**src/lsr_consts.svh**
```systemverilog
// Purpose: Constants for the load/store restart policy block
// Assumes: Included by its bare name from the package, lsr_classify and lsr_restart_ctrl
// Notes:   Widths, alignment masks and reset values as macros
//
// Overview of operation
// RULE1 - Touched atomic store is never aborted; an abort in the same cycle as the first byte still restarts it
// RULE2 - Touched atomic inhibited guarded load never re-executed; an abort in the same cycle as the first byte still restarts it
// RULE3 - Address compare or breakpoint match lifts guarantee
// RULE4 - Other accesses may abort and restart
// RULE5 - Source registers kept intact for re-execution
// RULE6 - Restart points at the aborted instruction
// RULE7 - Aborted multiple/string load may alter registers
// RULE8 - Aborted store or block zero may alter memory
// RULE9 - Aborted fp load may alter destination
// RULE10 - Cache ops classified as loads or stores
// RULE11 - Multiple and string need big-endian mode
// RULE12 - Multiple operands must be word aligned
// RULE13 - String operands accept any alignment
// RULE14 - Software should align operands naturally
// RULE15 - Little-endian multiple/string raise alignment exception
// RULE16 - Non-restartable mark held until completion
`ifndef LSR_CONSTS_SVH
`define LSR_CONSTS_SVH

`define LSR_IP_W         64
`define LSR_IP_RST       64'h0000_0000_0000_0000
`define LSR_WORD_MASK    2'h3
`define LSR_ALIGN_OK     2'h0

`endif

```
**src/lsr_pkg.sv**
```systemverilog
// Purpose: Types shared by the restart policy block
// Assumes: Constants come from lsr_consts.svh
// Notes:   Kind enum carries no codes
`include "lsr_consts.svh"

package lsr_pkg;

    typedef enum logic [3:0] {
        LSR_KIND_LOAD,
        LSR_KIND_STORE,
        LSR_KIND_CACHE_AS_LOAD,
        LSR_KIND_CACHE_AS_STORE,
        LSR_KIND_BLOCK_ZERO,
        LSR_KIND_FP_LOAD,
        LSR_KIND_LOAD_MULTI,
        LSR_KIND_STORE_MULTI,
        LSR_KIND_LOAD_STRING,
        LSR_KIND_STORE_STRING
    } lsr_kind_t;

    typedef struct packed {
        lsr_kind_t                 kind;
        logic                      atomic;
        logic                      le_mode;
        logic [1:0]                addr_lo;
        logic [`LSR_IP_W-1:0]      ip;
    } lsr_req_t;

    typedef struct packed {
        logic caching_inhibited;
        logic guarded;
    } lsr_attr_t;

    typedef struct packed {
        logic gpr_range_alt;
        logic mem_alt;
        logic fp_dest_register_alt;
    } lsr_alt_t;

    typedef struct packed {
        logic     protect;
        logic     align_fault;
        lsr_alt_t alt;
    } lsr_class_t;

endpackage

```
**src/lsr_classify.sv**
```systemverilog
// Purpose: Classify one access for restart, alteration and alignment
// Assumes: Pure combinational, same clock domain as the caller
// Notes:   Attributes must be valid with the request
`timescale 1ns/1ps
`include "lsr_consts.svh"

module lsr_classify
    import lsr_pkg::*;
(
    input  wire lsr_req_t   req,
    input  wire lsr_attr_t  attr,
    output lsr_class_t      cls
);
    logic is_load;
    logic is_store;
    logic is_multi;
    logic is_string;

    always_comb begin
        // Cache ops fold into plain load or store classes  (see RULE10)
        is_load   = req.kind inside {LSR_KIND_LOAD, LSR_KIND_CACHE_AS_LOAD, LSR_KIND_FP_LOAD,
                                     LSR_KIND_LOAD_MULTI, LSR_KIND_LOAD_STRING};
        is_store  = req.kind inside {LSR_KIND_STORE, LSR_KIND_CACHE_AS_STORE,
                                     LSR_KIND_BLOCK_ZERO, LSR_KIND_STORE_MULTI,
                                     LSR_KIND_STORE_STRING};
        is_multi  = req.kind inside {LSR_KIND_LOAD_MULTI, LSR_KIND_STORE_MULTI};
        is_string = req.kind inside {LSR_KIND_LOAD_STRING, LSR_KIND_STORE_STRING};

        // Protected classes  (see RULE1) (see RULE2)
        cls.protect = req.atomic & (is_store |
                      (is_load & attr.caching_inhibited & attr.guarded));

        // Little-endian nonscalars and unaligned multiples fault;
        // string alignment is left unchecked  (see RULE11) (see RULE15) (see RULE12) (see RULE13)
        cls.align_fault = ((is_multi | is_string) & req.le_mode) |
                          (is_multi & ((req.addr_lo & `LSR_WORD_MASK) != `LSR_ALIGN_OK));

        // State a partial run may leave altered  (see RULE7) (see RULE8) (see RULE9)
        cls.alt.gpr_range_alt        = req.kind inside {LSR_KIND_LOAD_MULTI,
                                                        LSR_KIND_LOAD_STRING};
        cls.alt.mem_alt              = is_store;
        cls.alt.fp_dest_register_alt = (req.kind == LSR_KIND_FP_LOAD);
    end
endmodule // lsr_classify

```
**src/lsr_restart_ctrl.sv**
```systemverilog
// Purpose: Restart decision for one in-flight load or store
// Assumes: Memory subsystem and pipeline share clk; one access at a time
// Notes:   Refused aborts must be retried by recovery after completion
`timescale 1ns/1ps
`include "lsr_consts.svh"

module lsr_restart_ctrl
    import lsr_pkg::*;
(
    input  wire logic                 clk,
    input  wire logic                 sys_rst,
    input  wire logic                 clk_en,
    input  wire logic                 req_valid,
    input  wire lsr_req_t             req,
    input  wire lsr_attr_t            attr,
    input  wire logic                 byte_done,
    input  wire logic                 abort_req,
    input  wire logic                 dac_match,
    input  wire logic                 dabr_match,
    input  wire logic                 complete,
    output logic                      req_ready,
    output logic                      hold_src_regs,
    output logic                      no_restart_ff,
    output logic                      align_exc_ff,
    output logic                      abort_refused_ff,
    output logic                      restart_ff,
    output logic [`LSR_IP_W-1:0]      restart_ip_ff,
    output lsr_alt_t                  alt_ff
);
    // ****************************************************************
    // State
    // ****************************************************************
    typedef enum logic [1:0] {ST_IDLE, ST_ISSUED, ST_TOUCHED} lsr_state_t;

    lsr_state_t               state_ff;
    lsr_state_t               nxt_state;
    lsr_req_t                 req_ff;
    lsr_req_t                 nxt_req;
    lsr_class_t               cls_ff;
    lsr_class_t               nxt_cls;
    lsr_class_t               cls_now;
    logic                     nxt_no_restart;
    logic                     nxt_align_exc;
    logic                     nxt_abort_refused;
    logic                     nxt_restart;
    logic [`LSR_IP_W-1:0]     nxt_restart_ip;
    lsr_alt_t                 nxt_alt;
    logic                     busy;
    logic                     bp_hit;

    lsr_classify u_classify (
        .req  (req),
        .attr (attr),
        .cls  (cls_now)
    );

    assign busy      = (state_ff != ST_IDLE);
    assign bp_hit    = dac_match | dabr_match;
    assign req_ready = (state_ff == ST_IDLE);
    // Address and source registers stay frozen while in flight  (see RULE5)
    assign hold_src_regs = busy;

    // ****************************************************************
    // Next-state logic
    // ****************************************************************
    always_comb begin
        nxt_state         = state_ff;
        nxt_req           = req_ff;
        nxt_cls           = cls_ff;
        nxt_no_restart    = no_restart_ff;
        nxt_align_exc     = 1'b0;
        nxt_abort_refused = 1'b0;
        nxt_restart       = 1'b0;
        nxt_restart_ip    = restart_ip_ff;
        nxt_alt           = alt_ff;
        unique case (state_ff)
            ST_IDLE: begin
                if (req_valid) begin
                    if (cls_now.align_fault) begin
                        // Refused before any byte moves  (see RULE15) (see RULE12)
                        nxt_align_exc = 1'b1;
                    end else begin
                        nxt_state = ST_ISSUED;
                        nxt_req   = req;
                        nxt_cls   = cls_now;
                    end
                end
            end
            ST_ISSUED, ST_TOUCHED: begin
                if (byte_done) begin
                    nxt_state = ST_TOUCHED;
                    // First performed byte locks protected accesses  (see RULE16)
                    if (cls_ff.protect) begin
                        nxt_no_restart = 1'b1;
                    end
                end
                // Debug matches lift the lock  (see RULE3)
                if (bp_hit) begin
                    nxt_no_restart = 1'b0;
                end
                if (complete) begin
                    nxt_state      = ST_IDLE;
                    nxt_no_restart = 1'b0;
                end else if (abort_req) begin
                    if (no_restart_ff && !bp_hit) begin
                        // Lock already taken; abort must wait  (see RULE1) (see RULE2)
                        nxt_abort_refused = 1'b1;
                    end else begin
                        // Restart at the same instruction  (see RULE4) (see RULE6)
                        nxt_state      = ST_IDLE;
                        nxt_restart    = 1'b1;
                        nxt_restart_ip = req_ff.ip;
                        nxt_no_restart = 1'b0;
                        if (state_ff == ST_TOUCHED || byte_done) begin
                            // Report what may already be altered  (see RULE7) (see RULE8) (see RULE9)
                            nxt_alt = cls_ff.alt;
                        end else begin
                            nxt_alt = '0;
                        end
                    end
                end
            end
        endcase
    end

    // ****************************************************************
    // Registers
    // ****************************************************************
    always_ff @(posedge clk or posedge sys_rst) begin
        if (sys_rst) begin
            state_ff         <= ST_IDLE;
            req_ff           <= '0;
            cls_ff           <= '0;
            no_restart_ff    <= 1'b0;
            align_exc_ff     <= 1'b0;
            abort_refused_ff <= 1'b0;
            restart_ff       <= 1'b0;
            restart_ip_ff    <= `LSR_IP_RST;
            alt_ff           <= '0;
        end else if (clk_en) begin
            state_ff         <= nxt_state;
            req_ff           <= nxt_req;
            cls_ff           <= nxt_cls;
            no_restart_ff    <= nxt_no_restart;
            align_exc_ff     <= nxt_align_exc;
            abort_refused_ff <= nxt_abort_refused;
            restart_ff       <= nxt_restart;
            restart_ip_ff    <= nxt_restart_ip;
            alt_ff           <= nxt_alt;
        end
    end

    // ****************************************************************
    // Assertions
    // ****************************************************************
    property p_locked_abort_refused;
        @(posedge clk) disable iff (sys_rst)
        (clk_en && busy && no_restart_ff && abort_req && !complete && !bp_hit)
            |=> (abort_refused_ff && !restart_ff && state_ff != ST_IDLE);
    endproperty
    a_locked_abort_refused: assert property (p_locked_abort_refused) // see RULE1
        else $error("locked access was restarted");

    property p_guarded_load_locks;
        @(posedge clk) disable iff (sys_rst)
        (clk_en && busy && byte_done && cls_ff.protect && !bp_hit && !complete && !abort_req)
            |=> no_restart_ff;
    endproperty
    a_guarded_load_locks: assert property (p_guarded_load_locks) // see RULE2
        else $error("protected access not locked after first byte");

    property p_bp_lifts;
        @(posedge clk) disable iff (sys_rst)
        (clk_en && busy && bp_hit) |=> !no_restart_ff;
    endproperty
    a_bp_lifts: assert property (p_bp_lifts) // see RULE3
        else $error("debug match did not lift lock");

    property p_free_abort_restarts;
        @(posedge clk) disable iff (sys_rst)
        (clk_en && busy && abort_req && !complete && !no_restart_ff)
            |=> (restart_ff && state_ff == ST_IDLE);
    endproperty
    a_free_abort_restarts: assert property (p_free_abort_restarts) // see RULE4
        else $error("restartable abort not restarted");

    property p_restart_ip;
        @(posedge clk) disable iff (sys_rst)
        (clk_en && busy && abort_req && !complete && !no_restart_ff)
            |=> (restart_ip_ff == $past(req_ff.ip));
    endproperty
    a_restart_ip: assert property (p_restart_ip) // see RULE6
        else $error("restart ip is not the aborted instruction");

    property p_le_nonscalar_faults;
        @(posedge clk) disable iff (sys_rst)
        (clk_en && req_ready && req_valid && req.le_mode &&
         req.kind inside {LSR_KIND_LOAD_MULTI, LSR_KIND_STORE_MULTI,
                          LSR_KIND_LOAD_STRING, LSR_KIND_STORE_STRING})
            |=> (align_exc_ff && state_ff == ST_IDLE);
    endproperty
    a_le_nonscalar_faults: assert property (p_le_nonscalar_faults) // see RULE15
        else $error("little-endian nonscalar executed");

    property p_multi_unaligned;
        @(posedge clk) disable iff (sys_rst)
        (clk_en && req_ready && req_valid && req.addr_lo != `LSR_ALIGN_OK &&
         req.kind inside {LSR_KIND_LOAD_MULTI, LSR_KIND_STORE_MULTI})
            |=> align_exc_ff;
    endproperty
    a_multi_unaligned: assert property (p_multi_unaligned) // see RULE12
        else $error("unaligned multiple accepted");

    property p_string_any_align;
        @(posedge clk) disable iff (sys_rst)
        (clk_en && req_ready && req_valid && !req.le_mode &&
         req.kind inside {LSR_KIND_LOAD_STRING, LSR_KIND_STORE_STRING})
            |=> (!align_exc_ff && state_ff == ST_ISSUED);
    endproperty
    a_string_any_align: assert property (p_string_any_align) // see RULE13
        else $error("big-endian string refused");

    property p_lock_held;
        @(posedge clk) disable iff (sys_rst)
        (clk_en && no_restart_ff && !complete && !bp_hit) |=> no_restart_ff;
    endproperty
    a_lock_held: assert property (p_lock_held) // see RULE16
        else $error("lock dropped before completion");

    property p_src_held;
        @(posedge clk) disable iff (sys_rst)
        (clk_en && req_ready && req_valid && !cls_now.align_fault) |=> hold_src_regs;
    endproperty
    a_src_held: assert property (p_src_held) // see RULE5
        else $error("source registers not held for accepted access");

    c_restart:  cover property (@(posedge clk) disable iff (sys_rst) restart_ff);
    c_refused:  cover property (@(posedge clk) disable iff (sys_rst) abort_refused_ff);
    c_align:    cover property (@(posedge clk) disable iff (sys_rst) align_exc_ff);
    c_alt_mem:  cover property (@(posedge clk) disable iff (sys_rst) restart_ff && alt_ff.mem_alt);

endmodule // lsr_restart_ctrl

```
**config.mk**
```make
export PLATFORM = sky130hd
export DESIGN_NAME = lsr_restart_ctrl
export DESIGN_NICKNAME = d
export VERILOG_FILES = /design/src/lsr_pkg.sv /design/src/lsr_classify.sv /design/src/lsr_restart_ctrl.sv
export VERILOG_INCLUDE_DIRS = /design/src
export SDC_FILE = /design/constraint.sdc
export NUM_CORES = 1
export LEC_CHECK = 0
export ABC_AREA = 1
export BUFFER_PORTS_ARGS = -buffer_cell sky130_fd_sc_hd__buf_2
export CELL_PAD_IN_SITES_DETAIL_PLACEMENT = 0
export CELL_PAD_IN_SITES_GLOBAL_PLACEMENT = 1
export CORE_MARGIN = 8
export CORE_UTILIZATION = 41
export CTS_CLUSTER_SIZE = 12
export DETAILED_ROUTE_END_ITERATION = 7
export GPL_TIMING_DRIVEN = 1
export PLACE_DENSITY = 0.8
export SETUP_SLACK_MARGIN = 0.2
export SYNTH_ARGS = -nofsm -noshare
export SYNTH_HDL_FRONTEND = slang
export SYNTH_HIERARCHICAL = 1
export SYNTH_SLANG_ARGS = --single-unit
```
**constraint.sdc**
```tcl
create_clock -name clk -period 10.1 [get_ports clk]
set_clock_uncertainty 0.15 [all_clocks]
set_input_delay 1.01 -clock clk [delete_from_list [all_inputs] [get_ports clk]]
set_output_delay 1.01 -clock clk [all_outputs]
set_load 0.01 [all_outputs]
```
==> qor.txt, run 1 <==
RR Endpoint: restart_ip_ff[51]$_DFFE_PP0P_
mapped cell area: 5700 µm²
Area Overhead vs Synth: 25.0%
Synth Area in XOR/XNOR: 0%
Compound-Gate Fraction of Synth Area: 6.95%
# H-tree levels: 4
Cell Area, Placed: 6560 µm²
required time worst endpoint: 10300 ps
Max Clk Rate: 344 MHz
CP Capture Type: flip-flop
worst r2r src: state_ff[1]$_DFFE_PP0P_
drc violations: 0
clk sink count: 141
worst-margin pin slew: 1130 ps
Worst VDD drop: 0.124 mV
vias per cell: 4.47
largest family of logic cells by synthesized area: simple AND/OR/NAND/NOR gates
largest net degree at the start of global routing: 137
Final GP Congestion: 0.793
Detailed Place HPWL: 9020 µm
Cells after Synth: 656
library cells used by synthesis: 25
Synth Area in Simple Gates: 21.9%
P_leak: 0.00417 µW
core box area: 13700 µm²
initial antenna violation count: 1
Hold Buf Count CTS: 0
Fillers: 1318
WP data arrival: 3100 ps
io pins: 156
initial DRC count: 304
Total GRT Usage: 15.4%
FF+latch count, synth: 141
GR Overflow Total: 0
Worst R2R Path Depth: 8
Finished Cell Area: 7130 µm²
Max Slew Vio Count: 0
Clock Latency Late Sink: 410 ps
setup TNS: 0 ps
I/O Buffers: 155
nets@finish: 889
Initial Util: 41.6%
vias in the first global route: 4600
R2R Setup Slk: 7220 ps
net count after synthesis: 741
via count: 4449
HP Class: reg2reg
Die H: 134 µm
max cap viols: 0
syn avg cell area: 8.70 µm²
Final Routed Wirelength: 13200 µm
status: completed
Syn. warnings: 6
post-cts repair resize count: 0
wire per inst: 13.3 µm
setup repair after global routing missed its margin: no
Routed met2 length: 6060 µm
CTS Root Cell: clkbuf_16
register area share after synthesis: 61.9%
met3 routed WL: 1110 µm
Max Fanout on Critical Path: 72
Clock transition at path regs: 50 ps
width of the die: 134 µm
antenna-violating nets left: 0
CTS buffer count: 17
min cycle time layout: 2910 ps
DR pass1 iterations: 5
first-pass GRT wire length: 22200 µm
uppermost layer routed: met5
Slew headroom: 24.6%
layout cells sized above 1: 24.7%
Final Hold Vio Count: 0
type of the worst setup path: in2reg
site row count: 43
startpoint type of the worst setup path: primary input
worst setup path end: restart_ip_ff[51]$_DFFE_PP0P_
die area: 17900 µm²
Tcrit/Tclk final: 28.8%
post-CTS setup buffers: 0
critical path startpoint: clk_en
Final setup viols: 0
mux contribution to synthesized area: 0%
M1 WL: 5790 µm
area share of fa/ha/maj cells after synthesis: 0.439%
PwrDens: 295 nW/µm²
Max clock buf depth: 2
CTS tree: yes
-- worst min path at each step --
stage / startpoint / cells after the start / endpoint
after floorplan: state_ff[0]$_DFFE_PP0P_ / 2 / state_ff[0]$_DFFE_PP0P_
after global placement: req_ff[35]$_DFFE_PP0P_ / 2 / restart_ip_ff[35]$_DFFE_PP0P_
after detailed placement: req_ff[34]$_DFFE_PP0P_ / 2 / restart_ip_ff[34]$_DFFE_PP0P_
after CTS: req_ff[34]$_DFFE_PP0P_ / 2 / restart_ip_ff[34]$_DFFE_PP0P_
after global routing: req_ff[62]$_DFFE_PP0P_ / 2 / restart_ip_ff[62]$_DFFE_PP0P_
final: req_ff[52]$_DFFE_PP0P_ / 2 / restart_ip_ff[52]$_DFFE_PP0P_
-- through the flow --
stage | setup WS [ps] | instances | hold WS [ps] | util (%) | power (µW)
3_3_place_gp | 6830 | 965 | 297 | 47.8 | 1510
6_report | 7190 | 995 | 318 | 52.0 | 2100
3_5_place_dp | 6740 | 965 | 303 | 47.8 | 1530
5_1_grt | 6930 | 994 | 339 | 51.9 | 2260
2_1_floorplan | 5160 | 656 | 291 | - | 1290
4_1_cts | 7160 | 994 | 315 | 51.9 | 2140
-- layer usage --
layer | global-route usage [%] | up-vias
met4 | 7.30 | 2
li1 | - | 2272
met2 | 23.9 | 131
met3 | 5.98 | 22
met5 | 0 | -
met1 | 18.6 | 2022
-- placed cells by master (no fill, tap or decap), types with 2 or more instances in the layout --
master / n
buf_2: 155
buf_4: 2
bufinv_16: 2
clkbuf_16: 17
clkbuf_8: 3
clkinv_2: 5
dfrtp_1: 141
ha_1: 2
inv_1: 82
inv_2: 4
nand2_1: 296
nand2_2: 2
nand3_1: 5
nand3_4: 2
nor2_1: 7
nor2_2: 3
o21ai_0: 72
o21ai_1: 3
-- sequential cells by signal, summed over array words and instances, names as in the netlist --
name / cells
abort_refused_ff: 1
restart_ip_ff: 64
cls_ff: 4
restart_ff: 1
align_exc_ff: 1
alt_ff: 3
req_ff: 64
state_ff: 2
no_restart_ff: 1
-- kinds of logic after synthesis --
family,Yosys count
flip-flops,141
adder cells (fa/ha/maj),2
AO/OA/AOI/OAI,78
AND/OR/NAND/NOR,319
buffers and inverters,116
-- worst max-delay path, cell delays in order --
cell and delay (ps):
buf_2 130, nand2_1 90, nor2_2 180, nand3_4 660
clkinv_4 740, nand2_1 110, nand2_1 90
-- cell type report --
cell class	instances	area, µm²	share of cell area (%)
Antenna cell	1	2.50	0.0351
Clock buffer	21	470	6.60
Clock inverter	8	92.6	1.30
Inverter	88	340	4.77
Multi-Input combinational cell	399	1680	23.6
Sequential cell	141	3530	49.5
Tap cell	180	225	3.16
Timing Repair Buffer	157	791	11.1
-- Yosys cell counts --
master	number	share of area, %
dfrtp_1	141	62
nand3_4	1	0.31
nand3_2	1	0.18
nor2_4	1	0.20
clkbuf_1	9	0.59
ha_1	2	0.44
nand2_2	2	0.22
nor2_1	7	0.46
buf_6	6	1.2
nand2_1	296	19
o21ai_0	72	6.3
inv_2	4	0.26
a21oi_1	1	0.088
nand3_1	5	0.44
clkinv_4	1	0.15
o21bai_1	1	0.13
nor3_1	1	0.088
buf_4	1	0.13
or2_2	1	0.11
o21ai_1	3	0.26
a21oi_2	1	0.15
nand4_1	1	0.11
nor2_2	3	0.33
buf_2	12	1.1
inv_1	83	5.5
-- power by group --
group / internal [µW] / leakage [µW] / switching, µW
Combinational: 221 / 0.00209 / 322
Sequential: 825 / 0.00180 / 143
Clock: 376 / 0.000280 / 217
Total: 1420 / 0.00417 / 682
No activity file was read; power rests on OpenSTA's default activity.
==> run 2, diff against run 1 <==
--- a/config.mk
+++ b/config.mk
@@ -11,11 +11,11 @@
 export CELL_PAD_IN_SITES_DETAIL_PLACEMENT = 0
 export CELL_PAD_IN_SITES_GLOBAL_PLACEMENT = 1
 export CORE_MARGIN = 8
-export CORE_UTILIZATION = 41
+export CORE_UTILIZATION = 35
 export CTS_CLUSTER_SIZE = 12
 export DETAILED_ROUTE_END_ITERATION = 7
 export GPL_TIMING_DRIVEN = 1
-export PLACE_DENSITY = 0.8
+export PLACE_DENSITY = 0.72
 export SETUP_SLACK_MARGIN = 0.2
 export SYNTH_ARGS = -nofsm -noshare
 export SYNTH_HDL_FRONTEND = slang
==> constraint.sdc (replaced) <==
create_clock -name clk -period 2.65 [get_ports clk]
set_clock_uncertainty 0.15 [all_clocks]
set_input_delay 0.265 -clock clk [delete_from_list [all_inputs] [get_ports clk]]
set_output_delay 0.265 -clock clk [all_outputs]
set_load 0.01 [all_outputs]
==> run 2 against run 1 <==
Sequential power increased to 3.8 times the previous value. Die area increased by 15%. Critical path depth increased by 1.
==> qor.txt, run 2 (synthesis gave the netlist of run 1 again) <==
critical path's slowest cell: clkinv_4
DR pass1 iterations: 4 (-1)
Worst R2R Path Depth: 8 (unchanged)
Die H: 144 µm (+7.2%)
WP data arrival: 2210 ps (-890 ps)
P_leak: 0.00451 µW (+8.2%)
vias per cell: 4.38 (-2.0%)
required time worst endpoint: 2840 ps (-7460 ps)
largest registers in the final layout: req_ff x64, restart_ip_ff x64, cls_ff x4
CTS tree: yes
Finished Cell Area: 7980 µm² (+12%)
Area Overhead vs Synth: 40.0%
setup TNS: 0 ps (unchanged)
initial antenna violation count: 0 (-1)
antenna-violating nets left: 0 (unchanged)
PwrDens: 1050 nW/µm² (+260%)
met3 routed WL: 816 µm (-26%)
Max Fanout on Critical Path: 64 (-11%)
post-cts repair resize count: 0 (unchanged)
max cap viols: 0 (unchanged)
core box area: 15900 µm² (+16%)
type of the worst setup path: reg2reg
# H-tree levels: 4 (unchanged)
Clock Latency Late Sink: 410 ps (about the same)
first-pass GRT wire length: 23800 µm (+7.3%)
min cycle time layout: 2020 ps
clk sink count: 141 (unchanged)
Max Slew Vio Count: 0 (unchanged)
critical-path cell list: inv_1 -> ha_1 -> nand2_1 -> nor2_2 -> nand3_4 -> clkinv_4 -> nand2_1 -> nand2_1
io pins: 156 (unchanged)
HP Class: in2reg
Tcrit/Tclk final: 76.1%
CP Capture Type: flip-flop
site row count: 46 (+7.0%)
commonest non-fill, non-tap cells in the layout: nand2_1 (296), buf_2 (155), dfrtp_1 (141)
Max clock buf depth: 2 (unchanged)
uppermost layer routed: met4
crit-path most repeated cell: nand2_1
Routed met2 length: 6950 µm (+15%)
Slew headroom: 64.2% (+40 points)
commonest non-fill, non-tap cell in the layout: nand2_1
Worst VDD drop: 0.523 mV (+320%)
smallest hold slack: 29.3 ps (-288 ps)
Initial Util: 35.9% (-5.7 points)
Final Routed Wirelength: 14600 µm (+10%)
vias in the first global route: 4835 (+5.1%)
drc violations: 0 (unchanged)
I/O Buffers: 155 (unchanged)
CTS buffer count: 17 (unchanged)
worst-margin pin slew: 537 ps (-594 ps)
Clock transition at path regs: 60 ps (about the same)
M1 WL: 6600 µm (+14%)
Largest stage delay, worst path: 430 ps (-310 ps)
wire per inst: 13.3 µm (-0.34%)
setup repair after global routing missed its margin: no
die area: 20600 µm² (+15%)
Hold Path Depth: 3 (+1)
startpoint type of the worst setup path: flip-flop
CTS Root Cell: clkbuf_16
Final GP Congestion: 0.740 (-6.7%)
Max Clk Rate: 496 MHz
Cell Area, Placed: 6670 µm² (+1.6%)
layout cells sized above 1: 23.0% (-1.7 points)
status: completed
width of the die: 144 µm (+7.2%)
Fillers: 1557 (+18%)
Final setup viols: 0 (unchanged)
largest net degree at the start of global routing: 137 (unchanged)
Final Hold Vio Count: 0 (unchanged)
number of antenna diodes: 0 (-1)
Total GRT Usage: 14.7% (-0.72 points)
initial DRC count: 231 (-24%)
nets@finish: 960 (+8.0%)
via count: 4833 (+8.6%)
Detailed Place HPWL: 9740 µm (+8.0%)
GR Overflow Total: 0 (unchanged)
## run 2: cell types whose count changed in the layout (fill, tap and decap cells not counted), sizes merged
cell / change
diode: -1
buf: +3
inv: -1
clkinv: -3
bufinv: +2
dlygate4sd3: +68
clkbuf: +4
## run 2: cell type report
class | instances | area (µm²) | area share (%)
clock inverters | 6 | 130 | 1.63
well taps | 216 | 270 | 3.39
clock buffers | 25 | 505 | 6.33
repair buffers | 228 | 1530 | 19.2
flip-flops and latches | 141 | 3530 | 44.2
multi-input cells | 399 | 1680 | 21.0
inverters | 88 | 339 | 4.25
## run 2: path summary, 6_finish.rpt
kind / startpoint / endpoint / slack (ps)
max in group asynchronous: sys_rst / restart_ip_ff[39]$_DFFE_PP0P_ / 1550
max: state_ff[1]$_DFFE_PP0P_ / restart_ip_ff[37]$_DFFE_PP0P_ / 630
min reg2reg: req_ff[28]$_DFFE_PP0P_ / restart_ip_ff[28]$_DFFE_PP0P_ / 320
min in group asynchronous: sys_rst / req_ff[10]$_DFFE_PP0P_ / 380
min: abort_req / abort_refused_ff$_DFFE_PP0P_ / 30
max reg2reg: state_ff[1]$_DFFE_PP0P_ / restart_ip_ff[37]$_DFFE_PP0P_ / 630
## run 2: where the power goes
part           total (µW)  internal, µW  switching (µW)  leakage [µW]
registers            3690          3140             550       0.00180
clock network        2510          1690             822      0.000313
logic                2190           924            1270       0.00240
## run 2: worst max-delay path: cells and delay by family, from the launching register on
| kind | cells | cell delay (ps) |
|---|---|---|
| adder cells (fa/ha/maj) | 1 | 290 |
| AND/OR/NAND/NOR | 5 | 650 |
| flip-flops | 1 | 350 |
| buffers and inverters | 2 | 490 |
## run 2: timing repair
action / CTS / global route
setup buffers: 0 / 0
hold buffers: 68 / 0
endpoints found under the hold margin: 207 / 0
## run 2: through the flow
step           util [%]  power (µW)  std cells  worst slack, ps
2_1_floorplan         -        4920        656              472
3_3_place_gp       42.0        5800       1004              674
3_5_place_dp       42.0        5880       1004              629
4_1_cts            50.3        8530       1103              614
5_1_grt            50.3        9020       1103              463
6_report           50.3        8400       1103              633
## run 2: layer usage
layer  vias up  track usage (%)
li1       2405                -
met1      2281             18.7
met2       128             23.3
met3        19             3.92
met4         0             6.03
met5         -                0
